--- src/sbs_pkg.sv ---
// Function
// - A write to the full transmit buffer deletes one frame and sets transmit overflow bit 7.
// - A read from the empty transmit buffer repeats one frame and sets transmit underflow bit 6.
// - Transmit slip bit 5 is set by either a transmit frame deletion or a frame repetition.
// - An event flag reads 1 if its event came since the last status read or write of one to its bit, either of which clears it.
// - Read-only bit 4 shows 1 while loop-carrier framing holds frame sync and 0 otherwise.
// - Read-only bit 3 shows the current receive multiframe lock, with 0 meaning loss of lock.
// - A write to the full receive buffer deletes one frame and sets receive overflow bit 2.
// - A read from the empty receive buffer repeats one frame and sets receive underflow bit 1.
// - Receive slip bit 0 is set by either a receive frame deletion or a frame repetition.
package sbs_pkg;
    localparam int SBS_ADDR_W = 4;
    localparam int SBS_DATA_W = 8;

    // Register offsets
    localparam logic [SBS_ADDR_W-1:0] SBS_STATUS_OFS = 4'h0;
    localparam logic [SBS_ADDR_W-1:0] SBS_ENABLE_OFS = 4'h1;
    localparam logic [SBS_ADDR_W-1:0] SBS_TX_CNT_OFS = 4'h2;
    localparam logic [SBS_ADDR_W-1:0] SBS_RX_CNT_OFS = 4'h3;

    // Status and enable bit positions
    localparam int SBS_TX_OVF_BIT = 7;
    localparam int SBS_TX_UNF_BIT = 6;
    localparam int SBS_TX_SLIP_BIT = 5;
    localparam int SBS_LC_SYNC_BIT = 4;
    localparam int SBS_MF_LOCK_BIT = 3;
    localparam int SBS_RX_OVF_BIT = 2;
    localparam int SBS_RX_UNF_BIT = 1;
    localparam int SBS_RX_SLIP_BIT = 0;

    // Bits that are sticky event flags
    localparam logic [SBS_DATA_W-1:0] SBS_EVENT_MASK = 8'hE7;

    // Values after reset and the counter saturation value
    localparam logic [SBS_DATA_W-1:0] SBS_STATUS_RST = 8'h00;
    localparam logic [SBS_DATA_W-1:0] SBS_ENABLE_RST = 8'h00;
    localparam logic [SBS_DATA_W-1:0] SBS_CNT_RST = 8'h00;
    localparam logic [SBS_DATA_W-1:0] SBS_CNT_MAX = 8'hFF;
endpackage

--- src/sbs_slip_status.sv ---
`timescale 1ns/1ps
`default_nettype none
module sbs_slip_status (
    // Clock, reset, freeze
    input wire logic clock,
    input wire logic rst_n,
    input wire logic ce,
    // Register port
    input wire logic [sbs_pkg::SBS_ADDR_W-1:0] reg_addr,
    input wire logic [sbs_pkg::SBS_DATA_W-1:0] reg_wdata,
    input wire logic reg_wr,
    input wire logic reg_rd,
    output logic [sbs_pkg::SBS_DATA_W-1:0] reg_rdata,
    // Transmit slip buffer
    input wire logic tx_buf_full,
    input wire logic tx_buf_wr,
    input wire logic tx_buf_empty,
    input wire logic tx_buf_rd,
    output logic tx_frame_drop,
    output logic tx_frame_repeat,
    // Receive slip buffer
    input wire logic rx_buf_full,
    input wire logic rx_buf_wr,
    input wire logic rx_buf_empty,
    input wire logic rx_buf_rd,
    output logic rx_frame_drop,
    output logic rx_frame_repeat,
    // Framer state
    input wire logic loop_carrier_frame_sync,
    input wire logic multiframe_lock,
    // Interrupt
    output logic irq
);
    import sbs_pkg::*;

    logic tx_ovf;
    logic tx_unf;
    logic rx_ovf;
    logic rx_unf;
    logic st_rd;
    logic st_wr;
    logic [SBS_DATA_W-1:0] ev_set;
    logic [SBS_DATA_W-1:0] ev_clr;
    logic [SBS_DATA_W-1:0] flags;
    logic [SBS_DATA_W-1:0] status_view;

    logic [SBS_DATA_W-1:0] enable_r;
    logic [SBS_DATA_W-1:0] enable_nxt;
    logic [SBS_DATA_W-1:0] tx_cnt_r;
    logic [SBS_DATA_W-1:0] tx_cnt_nxt;
    logic [SBS_DATA_W-1:0] rx_cnt_r;
    logic [SBS_DATA_W-1:0] rx_cnt_nxt;
    logic [SBS_DATA_W-1:0] rdata_r;
    logic [SBS_DATA_W-1:0] rdata_nxt;
    logic irq_r;
    logic irq_nxt;
    logic tx_drop_r;
    logic tx_drop_nxt;
    logic tx_rep_r;
    logic tx_rep_nxt;
    logic rx_drop_r;
    logic rx_drop_nxt;
    logic rx_rep_r;
    logic rx_rep_nxt;

    // Slip detection: the buffer itself acts on the drop and repeat pulses
    assign tx_ovf = tx_buf_full & tx_buf_wr;
    assign tx_unf = tx_buf_empty & tx_buf_rd;
    assign rx_ovf = rx_buf_full & rx_buf_wr;
    assign rx_unf = rx_buf_empty & rx_buf_rd;

    assign st_rd = reg_rd & (reg_addr == SBS_STATUS_OFS);
    assign st_wr = reg_wr & (reg_addr == SBS_STATUS_OFS);

    always_comb begin
        ev_set = '0;
        ev_set[SBS_TX_OVF_BIT] = tx_ovf;
        ev_set[SBS_TX_UNF_BIT] = tx_unf;
        ev_set[SBS_TX_SLIP_BIT] = tx_ovf | tx_unf;
        ev_set[SBS_RX_OVF_BIT] = rx_ovf;
        ev_set[SBS_RX_UNF_BIT] = rx_unf;
        ev_set[SBS_RX_SLIP_BIT] = rx_ovf | rx_unf;
    end

    // A status read clears every flag; a write of one clears single bits
    always_comb begin
        ev_clr = '0;
        if (st_rd) begin
            ev_clr = SBS_EVENT_MASK;
        end else if (st_wr) begin
            ev_clr = reg_wdata & SBS_EVENT_MASK;
        end
    end

    genvar gi;
    generate
        for (gi = 0; gi < SBS_DATA_W; gi = gi + 1) begin : g_flag
            if (SBS_EVENT_MASK[gi]) begin : g_ev
                sbs_sticky_flag u_flag (
                    .clock(clock),
                    .rst_n(rst_n),
                    .ce(ce),
                    .set(ev_set[gi]),
                    .clr(ev_clr[gi]),
                    .flag(flags[gi])
                );
            end else begin : g_ro
                assign flags[gi] = 1'b0;
            end
        end
    endgenerate

    // Lock bits are live levels; they are not latched
    always_comb begin
        status_view = flags;
        status_view[SBS_LC_SYNC_BIT] = loop_carrier_frame_sync;
        status_view[SBS_MF_LOCK_BIT] = multiframe_lock;
    end

    // Register file, read data and interrupt
    always_comb begin
        enable_nxt = enable_r;
        if (reg_wr && (reg_addr == SBS_ENABLE_OFS)) begin
            enable_nxt = reg_wdata & SBS_EVENT_MASK;
        end
        rdata_nxt = '0;
        if (reg_rd) begin
            case (reg_addr)
                SBS_STATUS_OFS: rdata_nxt = status_view;
                SBS_ENABLE_OFS: rdata_nxt = enable_r;
                SBS_TX_CNT_OFS: rdata_nxt = tx_cnt_r;
                SBS_RX_CNT_OFS: rdata_nxt = rx_cnt_r;
                default: rdata_nxt = '0;
            endcase
        end
        // Flags record regardless of enables; only the output is gated
        irq_nxt = |(flags & enable_r);
    end

    // Saturating slip counters; any write to a counter zeroes it
    always_comb begin
        tx_cnt_nxt = tx_cnt_r;
        if (reg_wr && (reg_addr == SBS_TX_CNT_OFS)) begin
            tx_cnt_nxt = SBS_CNT_RST;
        end else if ((tx_ovf || tx_unf) && (tx_cnt_r != SBS_CNT_MAX)) begin
            tx_cnt_nxt = tx_cnt_r + 8'h01;
        end
        rx_cnt_nxt = rx_cnt_r;
        if (reg_wr && (reg_addr == SBS_RX_CNT_OFS)) begin
            rx_cnt_nxt = SBS_CNT_RST;
        end else if ((rx_ovf || rx_unf) && (rx_cnt_r != SBS_CNT_MAX)) begin
            rx_cnt_nxt = rx_cnt_r + 8'h01;
        end
    end

    // One-cycle commands to the buffers: drop or repeat one whole frame
    always_comb begin
        tx_drop_nxt = tx_ovf;
        tx_rep_nxt = tx_unf;
        rx_drop_nxt = rx_ovf;
        rx_rep_nxt = rx_unf;
    end

    always_ff @(posedge clock) begin
        if (!rst_n) begin
            enable_r <= SBS_ENABLE_RST;
            tx_cnt_r <= SBS_CNT_RST;
            rx_cnt_r <= SBS_CNT_RST;
            rdata_r <= SBS_STATUS_RST;
            irq_r <= 1'b0;
            tx_drop_r <= 1'b0;
            tx_rep_r <= 1'b0;
            rx_drop_r <= 1'b0;
            rx_rep_r <= 1'b0;
        end else if (ce) begin
            enable_r <= enable_nxt;
            tx_cnt_r <= tx_cnt_nxt;
            rx_cnt_r <= rx_cnt_nxt;
            rdata_r <= rdata_nxt;
            irq_r <= irq_nxt;
            tx_drop_r <= tx_drop_nxt;
            tx_rep_r <= tx_rep_nxt;
            rx_drop_r <= rx_drop_nxt;
            rx_rep_r <= rx_rep_nxt;
        end
    end

    assign reg_rdata = rdata_r;
    assign irq = irq_r;
    assign tx_frame_drop = tx_drop_r;
    assign tx_frame_repeat = tx_rep_r;
    assign rx_frame_drop = rx_drop_r;
    assign rx_frame_repeat = rx_rep_r;
endmodule
`default_nettype wire

--- src/sbs_sticky_flag.sv ---
`timescale 1ns/1ps
`default_nettype none
module sbs_sticky_flag (
    // Clock, reset, freeze
    input wire logic clock,
    input wire logic rst_n,
    input wire logic ce,
    // Event and clear
    input wire logic set,
    input wire logic clr,
    output logic flag
);
    logic flag_r;
    logic flag_nxt;

    // Set is checked last so an event in the clearing cycle survives
    always_comb begin
        flag_nxt = flag_r;
        if (clr) begin
            flag_nxt = 1'b0;
        end
        if (set) begin
            flag_nxt = 1'b1;
        end
    end

    always_ff @(posedge clock) begin
        if (!rst_n) begin
            flag_r <= 1'b0;
        end else if (ce) begin
            flag_r <= flag_nxt;
        end
    end

    assign flag = flag_r;
endmodule
`default_nettype wire

--- config.mk ---
export PLATFORM = sky130hd
export DESIGN_NAME = sbs_slip_status
export DESIGN_NICKNAME = d
export VERILOG_FILES = /design/src/sbs_pkg.sv /design/src/sbs_slip_status.sv /design/src/sbs_sticky_flag.sv
export SDC_FILE = /design/constraint.sdc
export NUM_CORES = 1
export LEC_CHECK = 0
export BUFFER_PORTS_ARGS = -buffer_cell sky130_fd_sc_hd__buf_2
export CORE_AREA = 2 2 96 61
export DETAILED_ROUTE_END_ITERATION = 7
export DIE_AREA = 0 0 98 63
export SYNTH_ARGS = -nofsm -noshare
export SYNTH_HDL_FRONTEND = slang
export SYNTH_SLANG_ARGS = --single-unit
--- constraint.sdc ---
create_clock -name clock -period 4.1 [get_ports clock]
set_input_delay 0.205 -clock clock [delete_from_list [all_inputs] [get_ports clock]]
set_output_delay 0.205 -clock clock [all_outputs]
set_load 0.01 [all_outputs]
==> impl_metrics.yaml <==
status:
  status: "completed"
flow_run:
  max_cap_viol_count: 0
routing:
  antenna_left: 0
  finalWirelength_um: 5429
  wire_per_inst_um: 16.21
  vias: 1864
  first_pass_iters: 4
  drc: 0
  drtIter0Drc: 151
  viasPerCell: 5.564
finish:
  area_growth_syn_to_layout_pct: 15.21
  final_core_util_pct: 46.38
  multi_input_area_um2: 1261
  diodes: 0
  final_nets: 294
  nFillCells: 533
  final_layout_size_suffix_gt1_share_pct: 21.43
  ff_latch_area_um2: 820.8
power_and_ir_drop:
  power.leakage_nw: 0.9201
  peakVddDrop_v: 0.0001613
  power_density_nw_per_um2: 336.7
cts:
  numCtsBuffers: 5
  clk_latency_ns: 0.30
  h-tree-depth: 2
  cts_tree: "yes"
  clock-sinks: 41
  cts_resized: 0
  clockBufferDepth: 2
  holdBufCountCts: 0
  postCtsSetupBuffers: 0
  clkTransAtPathRegs_ns: 0.08
  cts-root-buf: "clkbuf_8"
yosys:
  synth.avg_cell_area_um2: 9.136
  postSynthRegisterBits: 41
  ys_seq_area_share_pct: 38.23
  syn_inst: 235
  synth_ff_type: "dfxtp_1"
  synth_edf_count: 0
  yosysUniqueCellTypes: 45
  synthArstFlopShare_pct: 0
  syn_nets: 264
  ys_warn_count: 0
  syn-cell-area_um2: 2147
sta:
  worstMarginPinSlew_ns: 0.6857
  hold_viol_final: 0
  fmax_mhz: 534.0
  period_share_pct: 45.68
  setup_tns_ns: 0
  setup_violations: 0
  rsz0062_at_grt: "false"
  finalCriticalPeriod_ns: 1.873
  clock_skew_ns: 0.01208
  report.final.slew_viol_count: 0
  slew_headroom_pct: 54.28
setup_path:
  cpMaxStageDelayCell: "or3_1"
  crit_path_end_kind: "flop"
  reg2reg_from: "rx_cnt_r[0]"
  crit_fanout: 6
  crit_type: "flop to flop"
  path_buf_inv: 0
  crit_family: "simple AND/OR/NAND/NOR gates"
  worstPathCellList: "ha_1, nand3_1, or3_1, a21oi_1, nand2_1, a21boi_0"
  cp-start-kind: "flop"
  cpPeakStageDelay_ns: 0.47
  r2r_cells: 6
  r2r_end: "rx_cnt_r[5]"
  critPathRequiredTime_ns: 4.32
  rrSetupSlack_ns: 2.23
  arrival_ns: 2.10
die:
  die_h_um: 63
  floorplan.initialDensity_pct: 40.25
  core_area_um2: 5334
  dieArea_um2: 6174
  io_pins: 40
  die_x_um: 98
  row_count: 21
placed_design:
  post-dp-hpwl_um: 3959
  gp_congestion: 0.8597
  numPortBuffers: 37
global_route:
  grt_pass1_vias: 1758
  grt_max_degree: 42
  grt_usage_pct: 18.44
  antenna_found_initial: 0
  grt_pass1_wl_um: 8976
  overflow: 0
hold_path:
  hold_class: "primary input to flop"
  min_path_cells: 3
  min_from: "reg_wdata[5]"
  hold_end: "enable_r[5]"
[per-stage QoR]
stage	hold WS (ns)	instance area, um2	instances	setup slack [ns]	power, W
final	0.1871	2474	335	2.227	0.0008328
after global placement	0.4694	2357	327	2.234	0.0005025
after floorplan	0.3745	2147	235	2.503	0.0004730
after CTS	0.1880	2474	335	2.248	0.0008413
after global routing	0.1980	2474	335	2.039	0.0008710
after detailed placement	0.4733	2357	327	2.181	0.0005031
[final cells by class]
class / instances / area share (%)
repair buffers: 37 / 7.486
clock buffers: 7 / 3.490
inverters: 1 / 0.1517
clock inverters: 1 / 1.214
multi-input cells: 179 / 50.99
flip-flops and latches: 41 / 33.18
well taps: 69 / 3.490
[power breakdown]
part / total [W] / switching, W / internal [W]
Sequential: 0.000415 / 0.00000852 / 0.000406
Clock: 0.000338 / 0.000140 / 0.000199
Combinational: 0.0000798 / 0.0000449 / 0.0000349
Total: 0.000833 / 0.000193 / 0.000640
[logic make-up after synthesis]
| logic type | count (synthesis) | share of synthesized area [%] |
|---|---|---|
| xor+xnor | 2 | 0.8160 |
| compound gates | 70 | 20.98 |
| simple gates | 91 | 25.76 |
| fa+ha+maj | 2 | 1.165 |
| flops | 41 | 38.23 |
| mux | 14 | 10.02 |
| buf+inv | 15 | 3.030 |
[synthesized netlist by cell type (2+ instances only)]
| library cell | number | area [um2] |
|---|---|---|
| a22oi_1 | 2 | 15.01 |
| or3_1 | 2 | 12.51 |
| nand2b_1 | 4 | 25.02 |
| nand4b_1 | 3 | 26.28 |
| ha_1 | 2 | 25.02 |
| and3_1 | 7 | 43.79 |
| nor3b_2 | 2 | 25.02 |
| nand2_1 | 13 | 48.80 |
| buf_2 | 4 | 20.02 |
| o21a_1 | 2 | 15.01 |
| clkbuf_1 | 9 | 33.78 |
| nand3_1 | 14 | 70.07 |
| xor2_1 | 2 | 17.52 |
| mux2i_1 | 8 | 80.08 |
| nor2_1 | 8 | 30.03 |
| a21oi_1 | 17 | 85.08 |
| dfxtp_1 | 41 | 820.8 |
| a21boi_0 | 12 | 90.09 |
| a31oi_1 | 4 | 25.02 |
| and2_1 | 4 | 25.02 |
| o21ai_0 | 19 | 95.09 |
| a22o_1 | 2 | 17.52 |
| nor2b_1 | 23 | 143.9 |
| nand4_1 | 3 | 18.77 |
| o221a_2 | 3 | 33.78 |
| mux4_2 | 6 | 135.1 |
[sequential cells by signal, summed over array words and instances, names as in the netlist]
| signal | cells |
|---|---|
| reg_rdata | 8 |
| rx_cnt_r | 8 |
| tx_cnt_r | 8 |
| enable_r | 6 |
| g_flag.g_ev.u_flag.flag | 6 |
| irq | 1 |
| rx_frame_drop | 1 |
| rx_frame_repeat | 1 |
| tx_frame_drop | 1 |
| tx_frame_repeat | 1 |
[tightest hold or removal path, delay by kind of cell]
kind	cells	cell delay, ns
buf+inv	1	0.09
mux	1	0.06
simple gates	1	0.09
[cells in the final DEF (no fill, tap or decap), types with 2 or more instances in the layout]
| cell type | instances |
|---|---|
| nand4_1 | 3 |
| buf_2 | 37 |
| o21a_1 | 2 |
| nand3_1 | 14 |
| a31oi_1 | 4 |
| or3_1 | 2 |
| mux2i_1 | 8 |
| nor3b_2 | 2 |
| xor2_1 | 2 |
| nand2b_1 | 4 |
| a22oi_1 | 2 |
| a21oi_1 | 17 |
| nor2_1 | 8 |
| and3_1 | 7 |
| nand4b_1 | 3 |
| o221a_2 | 3 |
| nand2_1 | 13 |
| dfxtp_1 | 41 |
| o21ai_0 | 19 |
| nor2b_1 | 23 |
| and2_1 | 4 |
| ha_1 | 2 |
| clkbuf_8 | 6 |
| a22o_1 | 2 |
| a21boi_0 | 12 |
| mux4_2 | 6 |
[per-layer routing]
layer | track usage, % | wire (um)
met5 | 0 | 0
met4 | 3.993 | 26
met3 | 6.152 | 468
met2 | 22.95 | 1961
met1 | 29.63 | 2973
[how the worst max path moves through the flow]
stage                            from     endpoint  depth (start not counted)
after global placement             ce  tx_cnt_r[7]                          6
after floorplan           rx_cnt_r[0]  rx_cnt_r[0]                          7
after detailed placement           ce  tx_cnt_r[7]                          6
final                     rx_cnt_r[0]  rx_cnt_r[5]                          6
after global routing      rx_cnt_r[0]  rx_cnt_r[7]                          6
after CTS                 rx_cnt_r[0]  rx_cnt_r[5]                          6
Note: power is estimated with default switching activity, not from simulation.
